<file path="src/hdl/run_ref_pkg.sv">
package run_ref_pkg;

  // Sizes of the terminal bank and of the reference words.
  localparam int N_TERM     = 9;
  localparam int FN_W       = 7;
  localparam int REF_W      = 16;
  localparam int STEP_CNT_W = 18;

  // Command source selection.
  localparam logic [1:0] SRC_KEYPAD   = 2'h0;
  localparam logic [1:0] SRC_TERMINAL = 2'h1;
  localparam logic [1:0] SRC_FIELDBUS = 2'h2;

  // Terminal wiring modes.
  localparam logic [1:0] WM_TWO_WIRE_1   = 2'h0;
  localparam logic [1:0] WM_TWO_WIRE_2   = 2'h1;
  localparam logic [1:0] WM_THREE_WIRE_1 = 2'h2;
  localparam logic [1:0] WM_THREE_WIRE_2 = 2'h3;

  // Reference combination modes.
  localparam logic [2:0] CM_A   = 3'h0;
  localparam logic [2:0] CM_B   = 3'h1;
  localparam logic [2:0] CM_SUM = 3'h2;
  localparam logic [2:0] CM_DIF = 3'h3;
  localparam logic [2:0] CM_MAX = 3'h4;
  localparam logic [2:0] CM_MIN = 3'h5;

  // Terminal function codes; codes above FN_LAST never match anything.
  localparam logic [FN_W-1:0] FN_FWD         = 7'h01;
  localparam logic [FN_W-1:0] FN_REV         = 7'h02;
  localparam logic [FN_W-1:0] FN_THREE_WIRE  = 7'h03;
  localparam logic [FN_W-1:0] FN_JOG_FWD     = 7'h04;
  localparam logic [FN_W-1:0] FN_JOG_REV     = 7'h05;
  localparam logic [FN_W-1:0] FN_COAST       = 7'h06;
  localparam logic [FN_W-1:0] FN_FAULT_RESET = 7'h07;
  localparam logic [FN_W-1:0] FN_UP          = 7'h0a;
  localparam logic [FN_W-1:0] FN_DOWN        = 7'h0b;
  localparam logic [FN_W-1:0] FN_SWAP_AB     = 7'h0d;
  localparam logic [FN_W-1:0] FN_COMB_TO_A   = 7'h0e;
  localparam logic [FN_W-1:0] FN_COMB_TO_B   = 7'h0f;
  localparam logic [FN_W-1:0] FN_LAST        = 7'h5f;

  // Bit positions in the up/down channel configuration.
  localparam int UD_DISABLE_BIT = 0;
  localparam int UD_CLEAR_BIT   = 1;

  // Up/down step period and its cycle count at 5 ns per clock.
  localparam int CLK_PERIOD_PS      = 5000;
  localparam int UPDOWN_STEP_US     = 1000;
  localparam int UPDOWN_STEP_CYCLES =
    (UPDOWN_STEP_US * 1000 * 1000) / CLK_PERIOD_PS;

  // Reference limits and reset value.
  localparam logic signed [REF_W-1:0] REF_MAX   = 16'sh7fff;
  localparam logic signed [REF_W-1:0] REF_MIN   = 16'sh8000;
  localparam logic signed [REF_W-1:0] REF_RESET = 16'sh0000;

  typedef enum logic [2:0] {
    RUN_STOP = 3'b001,
    RUN_FWD  = 3'b010,
    RUN_REV  = 3'b100
  } run_state_t;

  typedef struct packed {
    run_state_t              run;
    logic                    run_on;
    logic                    dir_rev;
    logic                    led;
    logic                    relatch;
    logic                    jog_fwd;
    logic                    jog_rev;
    logic                    coast;
    logic                    fault_reset;
    logic [STEP_CNT_W-1:0]   step_cnt;
    logic signed [REF_W-1:0] updown_acc;
    logic signed [REF_W-1:0] freq_ref;
  } ctrl_state_t;

  localparam ctrl_state_t CTRL_RESET = '{run: RUN_STOP, default: '0};

  // Saturates a widened sum back into the reference range.
  function automatic logic signed [REF_W-1:0] clip_ref(
    input logic signed [REF_W+1:0] v
  );
    logic signed [REF_W+1:0] hi;
    logic signed [REF_W+1:0] lo;
    hi = {{2{REF_MAX[REF_W-1]}}, REF_MAX};
    lo = {{2{REF_MIN[REF_W-1]}}, REF_MIN};
    if (v > hi) begin
      clip_ref = REF_MAX;
    end else if (v < lo) begin
      clip_ref = REF_MIN;
    end else begin
      clip_ref = v[REF_W-1:0];
    end
  endfunction

endpackage

</file>
<file path="src/hdl/term_sync_if.sv">
`timescale 1ns/1ps
interface term_sync_if
  import run_ref_pkg::*;
();
  logic [N_TERM-1:0] level;
  logic [N_TERM-1:0] rise;
  logic [N_TERM-1:0] fall;

  modport producer (output level, output rise, output fall);
  modport consumer (input level, input rise, input fall);
endinterface

</file>
<file path="src/hdl/terminal_sync.sv">
`timescale 1ns/1ps
module terminal_sync
  import run_ref_pkg::*;
(
  input  wire logic              clk,
  input  wire logic              srst,
  input  wire logic [N_TERM-1:0] pin_in,
  term_sync_if.producer          tsync
);

  typedef struct packed {
    logic [N_TERM-1:0] meta;
    logic [N_TERM-1:0] stable;
    logic [N_TERM-1:0] prev;
  } sync_state_t;

  sync_state_t s_r;
  sync_state_t s_nxt;

  // Two stages settle the contacts; the third keeps the last settled level.
  always_comb begin
    s_nxt        = s_r;
    s_nxt.meta   = pin_in;
    s_nxt.stable = s_r.meta;
    s_nxt.prev   = s_r.stable;
  end

  always_ff @(posedge clk) begin
    if (srst) begin
      s_r <= '0;
    end else begin
      s_r <= s_nxt;
    end
  end

  // Edges come only from settled stages, so each lasts exactly one cycle.
  for (genvar i = 0; i < N_TERM; i++) begin : g_edge
    assign tsync.level[i] = s_r.stable[i];
    assign tsync.rise[i]  = s_r.stable[i] & ~s_r.prev[i];
    assign tsync.fall[i]  = ~s_r.stable[i] & s_r.prev[i];
  end

  a_rise_single: assert property (
    @(posedge clk) disable iff (srst)
    |tsync.rise |=> ((tsync.rise & $past(tsync.rise)) == '0)
  ) else $error("terminal rising edge lasted more than one cycle");

endmodule

</file>
<file path="src/hdl/ref_combine.sv">
`timescale 1ns/1ps
module ref_combine
  import run_ref_pkg::*;
(
  input  wire logic                    clk,
  input  wire logic                    srst,
  input  wire logic [2:0]              combine_mode,
  input  wire logic                    swap_ab,
  input  wire logic                    comb_to_a,
  input  wire logic                    comb_to_b,
  input  wire logic signed [REF_W-1:0] ref_a,
  input  wire logic signed [REF_W-1:0] ref_b,
  output logic signed [REF_W-1:0]      combined
);

  typedef struct packed {
    logic signed [REF_W-1:0] combined;
  } comb_state_t;

  comb_state_t             s_r;
  comb_state_t             s_nxt;
  logic signed [REF_W+1:0] a_x;
  logic signed [REF_W+1:0] b_x;
  logic [2:0]              eff_mode;

  // Terminal overrides pick the effective mode before the arithmetic.
  always_comb begin
    s_nxt    = s_r;
    a_x      = {{2{ref_a[REF_W-1]}}, ref_a};
    b_x      = {{2{ref_b[REF_W-1]}}, ref_b};
    eff_mode = combine_mode;
    if (combine_mode == CM_A && swap_ab) begin
      eff_mode = CM_B;
    end else if (combine_mode == CM_B && swap_ab) begin
      eff_mode = CM_A;
    end else if (combine_mode >= CM_SUM && combine_mode <= CM_MIN) begin
      if (comb_to_a) begin
        eff_mode = CM_A;
      end else if (comb_to_b) begin
        eff_mode = CM_B;
      end
    end
    // Unused mode codes fall back to channel A rather than to zero.
    case (eff_mode)
      CM_B:    s_nxt.combined = ref_b;
      CM_SUM:  s_nxt.combined = clip_ref(a_x + b_x);
      CM_DIF:  s_nxt.combined = clip_ref(a_x - b_x);
      CM_MAX:  s_nxt.combined = (ref_a > ref_b) ? ref_a : ref_b;
      CM_MIN:  s_nxt.combined = (ref_a < ref_b) ? ref_a : ref_b;
      default: s_nxt.combined = ref_a;
    endcase
  end

  always_ff @(posedge clk) begin
    if (srst) begin
      s_r <= '0;
    end else begin
      s_r <= s_nxt;
    end
  end

  assign combined = s_r.combined;

  a_sum_mode: assert property (
    @(posedge clk) disable iff (srst)
    (combine_mode == CM_SUM && !comb_to_a && !comb_to_b)
      |=> (combined == clip_ref($past(a_x) + $past(b_x)))
  ) else $error("sum mode did not give A plus B");

endmodule

</file>
<file path="src/hdl/run_command_and_reference_select.sv">
`timescale 1ns/1ps
module run_command_and_reference_select
  import run_ref_pkg::*;
#(
  parameter int STEP_CYCLES = UPDOWN_STEP_CYCLES
) (
  input  wire logic                      clk,
  input  wire logic                      srst,
  input  wire logic [1:0]                command_source_select,
  input  wire logic [1:0]                terminal_wiring_mode,
  input  wire logic [2:0]                reference_combine_mode,
  input  wire logic [N_TERM-1:0][FN_W-1:0] input_terminal_function,
  input  wire logic [7:0]                digital_input_terminals,
  input  wire logic                      pulse_input_terminal,
  input  wire logic                      key_run,
  input  wire logic                      key_stop,
  input  wire logic                      stop_key_scope_setting,
  input  wire logic                      external_stop,
  input  wire logic                      bus_start,
  input  wire logic                      bus_stop,
  input  wire logic                      bus_reverse,
  input  wire logic                      bus_jog,
  input  wire logic signed [REF_W-1:0]   ref_a,
  input  wire logic signed [REF_W-1:0]   ref_b,
  input  wire logic [1:0]                updown_channel_config,
  input  wire logic [REF_W-1:0]          up_rate_setting,
  input  wire logic [REF_W-1:0]          down_rate_setting,
  output logic                           run_cmd,
  output logic                           dir_rev,
  output logic                           jog_fwd,
  output logic                           jog_rev,
  output logic                           run_led,
  output logic                           coast_stop,
  output logic                           fault_reset,
  output logic signed [REF_W-1:0]        freq_ref
);

  ctrl_state_t             s_r;
  ctrl_state_t             s_nxt;
  run_state_t              want;
  logic                    other_stop;
  logic                    two_wire;
  logic                    step;
  logic signed [REF_W-1:0] combined;
  logic [N_TERM-1:0]       fwd_lv;
  logic [N_TERM-1:0]       fwd_up;
  logic [N_TERM-1:0]       rev_lv;
  logic [N_TERM-1:0]       rev_up;
  logic [N_TERM-1:0]       rev_dn;
  logic [N_TERM-1:0]       en_lv;
  logic [N_TERM-1:0]       jf_lv;
  logic [N_TERM-1:0]       jr_lv;
  logic [N_TERM-1:0]       coast_lv;
  logic [N_TERM-1:0]       frst_up;
  logic [N_TERM-1:0]       up_lv;
  logic [N_TERM-1:0]       dn_lv;
  logic [N_TERM-1:0]       swap_lv;
  logic [N_TERM-1:0]       to_a_lv;
  logic [N_TERM-1:0]       to_b_lv;
  logic                    fwd_any;
  logic                    fwd_rise;
  logic                    rev_any;
  logic                    rev_rise;
  logic                    rev_chg;
  logic                    en_any;
  logic                    coast_any;

  term_sync_if tsync ();

  // Every contact, including the pulse terminal, passes the synchroniser.
  terminal_sync u_sync (
    .clk    (clk),
    .srst   (srst),
    .pin_in ({pulse_input_terminal, digital_input_terminals}),
    .tsync  (tsync)
  );

  // Per-terminal function match; unlisted codes simply match nothing.
  for (genvar i = 0; i < N_TERM; i++) begin : g_decode
    logic [FN_W-1:0] fn;
    logic            lv;
    assign fn          = input_terminal_function[i];
    assign lv          = tsync.level[i];
    assign fwd_lv[i]   = lv & (fn == FN_FWD);
    assign fwd_up[i]   = tsync.rise[i] & (fn == FN_FWD);
    assign rev_lv[i]   = lv & (fn == FN_REV);
    assign rev_up[i]   = tsync.rise[i] & (fn == FN_REV);
    assign rev_dn[i]   = tsync.fall[i] & (fn == FN_REV);
    assign en_lv[i]    = lv & (fn == FN_THREE_WIRE);
    assign jf_lv[i]    = lv & (fn == FN_JOG_FWD);
    assign jr_lv[i]    = lv & (fn == FN_JOG_REV);
    assign coast_lv[i] = lv & (fn == FN_COAST);
    assign frst_up[i]  = tsync.rise[i] & (fn == FN_FAULT_RESET);
    assign up_lv[i]    = lv & (fn == FN_UP);
    assign dn_lv[i]    = lv & (fn == FN_DOWN);
    assign swap_lv[i]  = lv & (fn == FN_SWAP_AB);
    assign to_a_lv[i]  = lv & (fn == FN_COMB_TO_A);
    assign to_b_lv[i]  = lv & (fn == FN_COMB_TO_B);
  end

  // Any terminal with the function counts, as contacts are wired in parallel.
  assign fwd_any   = |fwd_lv;
  assign fwd_rise  = |fwd_up;
  assign rev_any   = |rev_lv;
  assign rev_rise  = |rev_up;
  assign rev_chg   = |(rev_up | rev_dn);
  assign en_any    = |en_lv;
  assign coast_any = |coast_lv;

  // Main channel combiner, registered once before the final sum.
  ref_combine u_comb (
    .clk          (clk),
    .srst         (srst),
    .combine_mode (reference_combine_mode),
    .swap_ab      (|swap_lv),
    .comb_to_a    (|to_a_lv),
    .comb_to_b    (|to_b_lv),
    .ref_a        (ref_a),
    .ref_b        (ref_b),
    .combined     (combined)
  );

  // Stop sources outside the selected channel; the stop key only counts
  // here when its scope covers the other channels.
  assign other_stop = external_stop
    | (stop_key_scope_setting & key_stop
       & (command_source_select != SRC_KEYPAD));
  assign two_wire = (command_source_select == SRC_TERMINAL)
    & (terminal_wiring_mode[1] == 1'b0);
  assign step = (s_r.step_cnt == STEP_CNT_W'(STEP_CYCLES - 1));

  // Command arbitration, run state and up/down channel in one pass.
  always_comb begin
    s_nxt             = s_r;
    want              = s_r.run;
    s_nxt.fault_reset = 1'b0;
    s_nxt.jog_fwd     = 1'b0;
    s_nxt.jog_rev     = 1'b0;
    case (command_source_select)
      SRC_KEYPAD: begin
        if (key_stop) begin
          want = RUN_STOP;
        end else if (key_run) begin
          want = RUN_FWD;
        end
      end
      SRC_TERMINAL: begin
        s_nxt.fault_reset = |frst_up;
        s_nxt.jog_fwd     = (|jf_lv) & ~(|jr_lv);
        s_nxt.jog_rev     = (|jr_lv) & ~(|jf_lv);
        case (terminal_wiring_mode)
          WM_TWO_WIRE_1: begin
            if (fwd_any && !rev_any) begin
              want = RUN_FWD;
            end else if (!fwd_any && rev_any) begin
              want = RUN_REV;
            end else if (!fwd_any && !rev_any) begin
              want = RUN_STOP;
            end
          end
          WM_TWO_WIRE_2: begin
            if (!fwd_any) begin
              want = RUN_STOP;
            end else if (rev_any) begin
              want = RUN_REV;
            end else begin
              want = RUN_FWD;
            end
          end
          WM_THREE_WIRE_1: begin
            if (!en_any) begin
              want = RUN_STOP;
            end else if (s_r.run == RUN_STOP) begin
              if (fwd_rise) begin
                want = rev_any ? RUN_REV : RUN_FWD;
              end
            end else if (rev_chg) begin
              want = (s_r.run == RUN_FWD) ? RUN_REV : RUN_FWD;
            end
          end
          WM_THREE_WIRE_2: begin
            if (!en_any) begin
              want = RUN_STOP;
            end else if (fwd_rise) begin
              want = RUN_FWD;
            end else if (rev_rise) begin
              want = RUN_REV;
            end
          end
          default: want = RUN_STOP;
        endcase
      end
      SRC_FIELDBUS: begin
        s_nxt.jog_fwd = bus_jog & ~bus_reverse;
        s_nxt.jog_rev = bus_jog & bus_reverse;
        if (bus_stop) begin
          want = RUN_STOP;
        end else if (bus_start) begin
          want = bus_reverse ? RUN_REV : RUN_FWD;
        end
      end
      default: want = RUN_STOP;
    endcase

    // A foreign stop or a coast arms the latch; only a fresh edge, a release or leaving two-wire control disarms.
    if (!two_wire) begin
      s_nxt.relatch = 1'b0;
    end else if (other_stop || coast_any) begin
      s_nxt.relatch = 1'b1;
    end else if (fwd_rise || rev_rise || (!fwd_any && !rev_any)) begin
      s_nxt.relatch = 1'b0;
    end
    if (two_wire && s_nxt.relatch) begin
      want = RUN_STOP;
    end
    if (other_stop || coast_any) begin
      want = RUN_STOP;
    end

    // Jog is only honoured from standstill and never against a foreign stop or a coast.
    if (want != RUN_STOP || other_stop || coast_any) begin
      s_nxt.jog_fwd = 1'b0;
      s_nxt.jog_rev = 1'b0;
    end

    s_nxt.run     = want;
    s_nxt.run_on  = (want != RUN_STOP);
    s_nxt.dir_rev = (want == RUN_REV);
    s_nxt.led     = (want != RUN_STOP);
    s_nxt.coast   = coast_any;

    // The step counter free-runs so the ramp rate does not depend on
    // when a contact closes; the cost is up to one step of latency.
    s_nxt.step_cnt = step ? '0 : s_r.step_cnt + 1'b1;
    if (updown_channel_config[UD_CLEAR_BIT] && want == RUN_STOP) begin
      s_nxt.updown_acc = REF_RESET;
    end else if (step && !updown_channel_config[UD_DISABLE_BIT]) begin
      if ((|up_lv) && !(|dn_lv)) begin
        s_nxt.updown_acc = clip_ref({{2{s_r.updown_acc[REF_W-1]}},
          s_r.updown_acc} + {2'h0, up_rate_setting});
      end else if ((|dn_lv) && !(|up_lv)) begin
        s_nxt.updown_acc = clip_ref({{2{s_r.updown_acc[REF_W-1]}},
          s_r.updown_acc} - {2'h0, down_rate_setting});
      end
    end
    s_nxt.freq_ref = clip_ref({{2{combined[REF_W-1]}}, combined}
      + {{2{s_r.updown_acc[REF_W-1]}}, s_r.updown_acc});
  end

  always_ff @(posedge clk) begin
    if (srst) begin
      s_r <= CTRL_RESET;
    end else begin
      s_r <= s_nxt;
    end
  end

  assign run_cmd     = s_r.run_on;
  assign dir_rev     = s_r.dir_rev;
  assign jog_fwd     = s_r.jog_fwd;
  assign jog_rev     = s_r.jog_rev;
  assign run_led     = s_r.led;
  assign coast_stop  = s_r.coast;
  assign fault_reset = s_r.fault_reset;
  assign freq_ref    = s_r.freq_ref;

  a_keypad_run: assert property (
    @(posedge clk) disable iff (srst)
    (command_source_select == SRC_KEYPAD && key_run && !key_stop
      && !external_stop && !coast_any) |=> (run_cmd && !dir_rev)
  ) else $error("keypad run key did not start forward");

  a_keypad_stop: assert property (
    @(posedge clk) disable iff (srst)
    (command_source_select == SRC_KEYPAD && key_stop && run_cmd)
      |=> (!run_cmd && !run_led)
  ) else $error("keypad stop key did not stop the drive");

  a_led_follow: assert property (
    @(posedge clk) disable iff (srst)
    run_led == run_cmd
  ) else $error("running indicator disagrees with run state");

  a_two_wire_idle: assert property (
    @(posedge clk) disable iff (srst)
    (command_source_select == SRC_TERMINAL
      && terminal_wiring_mode == WM_TWO_WIRE_1 && !fwd_any && !rev_any)
      |=> !run_cmd
  ) else $error("two-wire mode 1 ran with both inputs open");

  a_two_wire_rev: assert property (
    @(posedge clk) disable iff (srst)
    (command_source_select == SRC_TERMINAL
      && terminal_wiring_mode == WM_TWO_WIRE_2 && fwd_any && rev_any
      && !other_stop && !coast_any
      && (!s_r.relatch || fwd_rise || rev_rise))
      |=> (run_cmd && dir_rev)
  ) else $error("two-wire mode 2 did not run reverse");

  a_relatch_block: assert property (
    @(posedge clk) disable iff (srst)
    (two_wire && s_r.relatch && !fwd_rise && !rev_rise) |=> !run_cmd
  ) else $error("drive restarted without a fresh activation");

  a_three_wire_off: assert property (
    @(posedge clk) disable iff (srst)
    (command_source_select == SRC_TERMINAL && terminal_wiring_mode[1]
      && !en_any) |=> !run_cmd
  ) else $error("three-wire mode ran with enable open");

  a_dir_flip: assert property (
    @(posedge clk) disable iff (srst)
    (command_source_select == SRC_TERMINAL
      && terminal_wiring_mode == WM_THREE_WIRE_1 && en_any && run_cmd
      && rev_chg && !other_stop && !coast_any)
      |=> (run_cmd && (dir_rev != $past(dir_rev)))
  ) else $error("reverse level change did not flip direction");

  a_three_wire2_rev: assert property (
    @(posedge clk) disable iff (srst)
    (command_source_select == SRC_TERMINAL
      && terminal_wiring_mode == WM_THREE_WIRE_2 && en_any && !fwd_rise
      && rev_rise && !other_stop && !coast_any) |=> (run_cmd && dir_rev)
  ) else $error("reverse edge did not run reverse");

  a_coast_stop: assert property (
    @(posedge clk) disable iff (srst)
    coast_any |=> (!run_cmd && coast_stop)
  ) else $error("coast stop terminal did not stop the drive");

  a_bus_start: assert property (
    @(posedge clk) disable iff (srst)
    (command_source_select == SRC_FIELDBUS && bus_start && !bus_stop
      && !other_stop && !coast_any)
      |=> (run_cmd && dir_rev == $past(bus_reverse))
  ) else $error("fieldbus start was not taken");

endmodule

</file>
<file path="config.mk">
export PLATFORM = sky130hd
export DESIGN_NAME = run_command_and_reference_select
export DESIGN_NICKNAME = d
export VERILOG_FILES = /design/src/hdl/run_ref_pkg.sv /design/src/hdl/term_sync_if.sv /design/src/hdl/terminal_sync.sv /design/src/hdl/ref_combine.sv /design/src/hdl/run_command_and_reference_select.sv
export SDC_FILE = /design/constraint.sdc
export NUM_CORES = 1
export LEC_CHECK = 0
export BUFFER_PORTS_ARGS = -buffer_cell sky130_fd_sc_hd__buf_2
export CELL_PAD_IN_SITES_DETAIL_PLACEMENT = 0
export CELL_PAD_IN_SITES_GLOBAL_PLACEMENT = 1
export CORE_UTILIZATION = 42
export CTS_CLUSTER_SIZE = 25
export DETAILED_ROUTE_END_ITERATION = 12
export PLACE_DENSITY = 0.86
export SLEW_MARGIN = 10
export SYNTH_ARGS = -nofsm -noshare
export SYNTH_HDL_FRONTEND = slang
export SYNTH_SLANG_ARGS = --single-unit
</file>
<file path="constraint.sdc">
create_clock -name clk -period 5.05 [get_ports clk]
set_clock_uncertainty 0.1 [all_clocks]
set_input_delay 0.2525 -clock clk [delete_from_list [all_inputs] [get_ports clk]]
set_output_delay 0.2525 -clock clk [all_outputs]
set_load 0.005 [all_outputs]
</file>
==> Word-level counts from Yosys, hierarchy flattened <==
Cells that the tools add are included.
{ "word_totals": {"mem_bits_rw": 0, "register_bits": 103, "inputBits": 155, "latchBits": 0, "memories": 0, "rom_bits": 0} }
{ "op_classes": {"n_reduce_logical": 47, "add_sub_neg": 6, "mux": 46, "bitwise_logic": 185, "eq_ne": 125, "div": 0, "magnitude_cmp": 14, "multipliers": 0, "shift": 0} }
{ "ops": {"columns": ["op", "count"], "rows": [
  ["7-bit by 4-bit equality test with 1-bit output, second input constant", 45],
  ["7-bit by 3-bit equality test with 1-bit output, second input constant", 36],
  ["16-bit two-way mux", 13],
  ["1-bit bitwise AND", 160],
  ["9-bit OR reduction", 15],
  ["7-bit by 2-bit equality test with 1-bit output, second input constant", 18],
  ["16-bit one-hot mux with 5 select lines", 1],
  ["3-bit two-way mux", 25],
  ["18-bit by 16-bit greater-than comparator with 1-bit output, second input constant", 4],
  ["18-bit by 16-bit less-than comparator with 1-bit output, second input constant", 4],
  ["7-bit by 1-bit equality test with 1-bit output, second input constant", 9],
  ["16-bit by 16-bit adder with 17-bit output", 2],
  ["1-bit inverter", 23],
  ["16-bit by 17-bit adder with 18-bit output", 1],
  ["18-bit by 1-bit adder with 18-bit output, second input constant", 1],
  ["18-bit equality test, second input constant", 1],
  ["16-bit by 17-bit subtractor with 18-bit output", 1],
  ["17-bit by 16-bit greater-than comparator with 1-bit output, second input constant", 1],
  ["17-bit by 16-bit less-than comparator with 1-bit output, second input constant", 1],
  ["16-bit by 16-bit subtractor with 17-bit output", 1],
  ["16-bit greater-than comparator", 1],
  ["16-bit less-than comparator", 1],
  ["15-bit two-way mux", 1],
  ["3-bit by 1-bit equality test with 1-bit output, second input constant", 4],
  ["other kinds (21)", 54]
]} }

==> Logic depth before layout (Yosys ltp) <==
{ "depth": {"word_depth": 16, "ltp_mapped": 15, "ltp_nobuf": 14} }

==> Hierarchy <==
Synthesis repeated with hierarchy kept, for this count alone.
{ "unflattened": {"hier_cells": 1500, "hier_area_um2": 11337.1} }
{ "modules_own_cells": {"columns": ["mod", "area_each_um2", "cells_each", "seq_area_each_um2", "instances"], "rows": [
  ["run_command_and_reference_select", 7248.2, 973, 1201.2, 1],
  ["ref_combine", 3159.3, 444, 320.3, 1],
  ["terminal_sync", 929.6, 83, 540.5, 1]
]} }

==> Least setup slack after synthesis <==
No wires, ideal clock.
{ "synth_timing": {"kind": "register to register", "startpoint": "register s_r[16] in the netlist's numbering", "endpoint": "register s_r[20] in the netlist's numbering", "setup_time_ns": 0.070, "arrival_ns": 3.429, "t_required_ns": 4.880, "path_stages_with_launch": 16, "path_slack_ns": 1.451, "n_path_buf": 1, "cell_sequence": "dfxtp_1 inv_1 ha_1 inv_1 fa_1 a211oi_1 o211ai_1 a221oi_1 a21oi_1 and3_1 o41ai_1 nand2_1 clkbuf_1 nor3_1 o21ai_0 a21oi_1"} }
{ "synth_via": {"elab_chain_cells": 6, "elab_cells_between_ends": 12, "cone_classes": "add/sub: 2; order compare: 4; mux: 6"} }
{ "synth_rtl": {"columns": ["element", "line", "rtl"], "rows": [
  ["start, declared", "run_command_and_reference_select.sv:38", "ctrl_state_t s_r;"],
  ["start signal, assigned", "run_command_and_reference_select.sv:254", "s_r <= s_nxt;"],
  ["16-bit by 17-bit subtractor with 18-bit output", "run_command_and_reference_select.sv:243", "s_r.updown_acc} - {2'h0, down_rate_setting});"],
  ["18-bit by 16-bit less-than comparator with 1-bit output", "run_ref_pkg.sv:91", "end else if (v < lo) begin"],
  ["16-bit two-way mux", "run_ref_pkg.sv:91", null],
  ["16-bit two-way mux", "run_ref_pkg.sv:89", "if (v > hi) begin"],
  ["16-bit two-way mux", "run_command_and_reference_select.sv:241", "end else if ((|dn_lv) && !(|up_lv)) begin"],
  ["16-bit two-way mux (*)", "run_command_and_reference_select.sv:238", "if ((|up_lv) && !(|dn_lv)) begin"]
]} }
Mark *: on every way between the ends. The rest lies on a longest branch, timed or not. The select of a mux whose other input is x is not followed.
A chain may end at the register's enable or synchronous reset.

==> Worst setup path after layout <==
{ "layout_timing": {"startpoint": "register s_r[16] in the netlist's numbering", "endpoint": "register s_r[19] in the netlist's numbering"} }
The elaborated chain is that of the path after synthesis.

==> results.md <==
- Fillcell total: 2,533
- Share of synthesized registers carrying an async set or reset: 0%
- Total nets after synthesis: ~1,700
- Share of the clock period used by the worst path: 86.8%
- Setup tns final: 0 ns
- Final WS setup: between 0.6 and 0.7 ns
- Num CTS Buffers: 9
- Synth Instances: between 1,000 and 1,500
- Pre-antenna DRT Iters: 5
- Register area share after synthesis: just under 20%
- Final ANT Viol Nets: 0
- Vias per std cell: between 6 and 7
- Number of cells on the worst reg-to-reg path: 14
- Max Clk Rate: 228 MHz
- Cell variety after synth: between 80 and 90
- Total number of vias: 11,300
- Placeable core region: roughly 24,000 um^2
- Number of failing setup endpoints in the final timing report: 0
- EDFF count, synth: 0
- Worst Hold Depth: 2
- Max Slew Vio Count: 0
- Wire length of the first global-routing pass: between 50 and 60 mm
- Total power density per cell area: 188 nW/um^2
- Class of the worst hold path: input port to flip-flop
- Total of flip-flops plus latches after synthesis: 103
- Result of the run: completed
- Startpoint types: flip-flop
- Global router's overall resource usage: roughly a quarter
- Row cnt: 57
- Insertion delay to the later sink of the worst-skew pair: approximately 0.36 ns
- Ratio of cells with drive above 1 in the final layout: approximately 15%
- Die Outline Area: ~26,000 um^2
- Required @ worst endpoint: ~5.2 ns
- Average detailed-routed wire length per instance: about 18 um
- Area Overhead vs Synth: 13.7%
- Count of H-tree levels built during CTS: 3
- Detailed placer's ending HPWL: about 27 mm
- Total I/O pin count: roughly 180
- Slew at the pin closest to its max-slew limit: 1.04 ns
- YS warnings: 0
- Vias in the first global route: 10,300
- Net count of the finished layout: ~1,800
- Maximum resistive drop on vdd: roughly 0.00013 V
- Drt total wl: about 34 mm
- MaxCap Viol Count: 0
- Die width: around 160 um
- Relative slew slack: slightly below 30%
- Overflow left after global routing: 0
- GPL Wtd Cong: ~0.96
- Worst path arrival time: 4.57 ns
- Maximum fanout count along the critical path: 11
- Largest net degree at the start of global routing: 43
- Total leakage power: roughly 5 nW
- Clock tree from TritonCTS: built
- Shortest period the worst path allows: roughly 4.4 ns
- Maximum buffer depth of the clock tree: 2
- Initial DRC count: between 1,000 and 1,500
- Synthesized area: 10,500 um^2
- Post-detailed-route DRC marker count: 0
- Dpl ws: between 0.7 and 0.8 ns
- Crit Path Category: flip-flop to flip-flop
- Initial cell density of the core: roughly 43%
- Final Hold Violating Endpoints: 0
- Flip-flop cell with the highest count after synthesis: sky130_fd_sc_hd__dfxtp_1
- Number of antenna violations at the first check in global routing: 3
- Die boundary height: about 160 um
- Number of clock sinks: 103
- Setup repair after global routing missed its margin: no
- Per-instance average area after synthesis: between 7 and 8 um^2
- Port Buffer Count: between 150 and 200
- Clk Tree Root Cell: sky130_fd_sc_hd__clkbuf_16
- Worst setup EP type: flip-flop
- Reg clk slew, reported paths: 0.08 ns
==> Yosys cell counts, drive strengths merged, types with 7 or more instances <==
cell / number / area [um^2]
a21oi: 81 / 409
nand4: 19 / 119
a21o: 36 / 270
or4: 8 / 71.3
a31oi: 34 / 213
ha: 88 / 1100
nand3b: 17 / 128
a211o: 7 / 61.3
o211ai: 15 / 113
nor4b: 10 / 93.8
and3: 18 / 118
o31ai: 7 / 52.6
nor2: 133 / 499
clkbuf: 49 / 184
dfxtp: 103 / 2060
o21bai: 9 / 71.3
xnor2: 38 / 333
a221oi: 20 / 175
nand2: 108 / 405
nor2b: 49 / 307
o22ai: 24 / 150
nand2b: 28 / 175
buf: 18 / 133
xor2: 32 / 280
a211oi: 37 / 283
o21ai: 68 / 340
or3: 17 / 106
nand3: 47 / 240
nor3b: 13 / 97.6
nor4: 29 / 181
o21a: 15 / 113
nor3: 50 / 250
inv: 77 / 289
==> routing by layer <==
layer	up-vias	track usage [%]	part of all wire (%)
met2	422	41.5	45
met1	5268	34.9	46
met3	61	3.45	6.1
li1	5551	-	-
met4	2	9.22	2.8
met5	-	0	0.024
==> state kept, by name, summed over array words and instances (netlist names), 9 cells and up <==
register and cells:
u_sync.s_r 9, u_comb.combined 16, freq_ref 16, u_sync.s_nxt 9
u_sync.tsync.level 9, s_r 38
==> report_power, final <==
part	leakage, nW	switching, mW	internal [mW]
Combinational	4.00	0.371	0.266
Sequential	0.843	0.0208	0.852
Clock	0.148	0.370	0.352
==> through the flow <==
| step | std cells | hold WS, ns | power (mW) | utilization (%) | instance area, um^2 |
|---|---|---|---|---|---|
| final | 1882 | 0.0122 | 2.23 | 48.7 | 11900 |
| after global routing | 1882 | 0.0163 | 2.35 | 48.7 | 11900 |
| after CTS | 1880 | 0.00680 | 2.24 | 48.7 | 11900 |
| after detailed placement | 1859 | 0.329 | 1.52 | 47.3 | 11500 |
| after global placement | 1859 | 0.319 | 1.51 | 47.3 | 11500 |
| after floorplan | 1412 | 0.278 | 1.31 | - | 10500 |
==> critical path: stages (launching register included) <==
cell and delay, ns:
sky130_fd_sc_hd__dfxtp_1 0.36, sky130_fd_sc_hd__inv_1 0.07, sky130_fd_sc_hd__ha_1 0.15, sky130_fd_sc_hd__inv_1 0.05, sky130_fd_sc_hd__fa_1 0.42, sky130_fd_sc_hd__a211oi_1 0.32, sky130_fd_sc_hd__o211ai_1 0.16, sky130_fd_sc_hd__a221oi_1 0.51
sky130_fd_sc_hd__a21oi_1 0.19, sky130_fd_sc_hd__and3_1 0.23, sky130_fd_sc_hd__o41ai_1 0.72, sky130_fd_sc_hd__nand2_1 0.45, sky130_fd_sc_hd__a211oi_1 0.31, sky130_fd_sc_hd__o21ai_0 0.10, sky130_fd_sc_hd__a21oi_1 0.15
==> cell usage in the layout, fill, tap and decap left out, types with 32 or more instances in the layout <==
cell	count
sky130_fd_sc_hd__a211oi_1	36
sky130_fd_sc_hd__a21o_1	36
sky130_fd_sc_hd__a21oi_1	80
sky130_fd_sc_hd__a31oi_1	34
sky130_fd_sc_hd__buf_2	177
sky130_fd_sc_hd__dfxtp_1	103
sky130_fd_sc_hd__ha_1	88
sky130_fd_sc_hd__inv_1	77
sky130_fd_sc_hd__nand2_1	108
sky130_fd_sc_hd__nand3_1	46
sky130_fd_sc_hd__nor2_1	133
sky130_fd_sc_hd__nor2b_1	49
sky130_fd_sc_hd__nor3_1	50
sky130_fd_sc_hd__o21ai_0	67
sky130_fd_sc_hd__xnor2_1	38
sky130_fd_sc_hd__xor2_1	32
==> layout make-up <==
cell class / count / area (um^2) / share of cell area [%]
Antenna cell: 2 / 5.00 / 0.0421
Tap cell: 324 / 405 / 3.41
Clock inverter: 7 / 78.8 / 0.663
Inverter: 77 / 289 / 2.43
Sequential cell: 103 / 2060 / 17.3
Timing Repair Buffer: 195 / 1030 / 8.69
Clock buffer: 9 / 225 / 1.89
Multi-Input combinational cell: 1165 / 7790 / 65.5
==> timing repair <==
item	in CTS	in global routing
resized for setup	0	0
hold endpoints to repair	5	0
setup buffers	0	0
hold buffers	5	0
==> path summary, 6_finish.rpt <==
kind                              start  slack (ns)                    end
max                             s_r[16]        0.67                s_r[19]
min          digital_input_terminals[7]        0.01       u_sync.s_nxt[16]
max reg2reg                     s_r[16]        0.67                s_r[19]
min reg2reg            u_sync.s_nxt[14]        0.35  u_sync.tsync.level[5]
==> cell families (layout without fill, tap and decap cells) <==
logic type / after synthesis / after routing / share of synthesized area, %
AOI/OAI and AO/OA: 430 / 430 / 28.2
buffers and inverters: 144 / 288 / 5.79
muxes: 4 / 4 / 0.395
other: 0 / 2 / 0
xor gates and xnor gates: 70 / 70 / 5.86
adders and majority gates: 93 / 93 / 11.5
DFF: 103 / 103 / 19.7
and+or+nand+nor: 568 / 568 / 28.6
No activity file was read; power rests on OpenSTA's default activity.
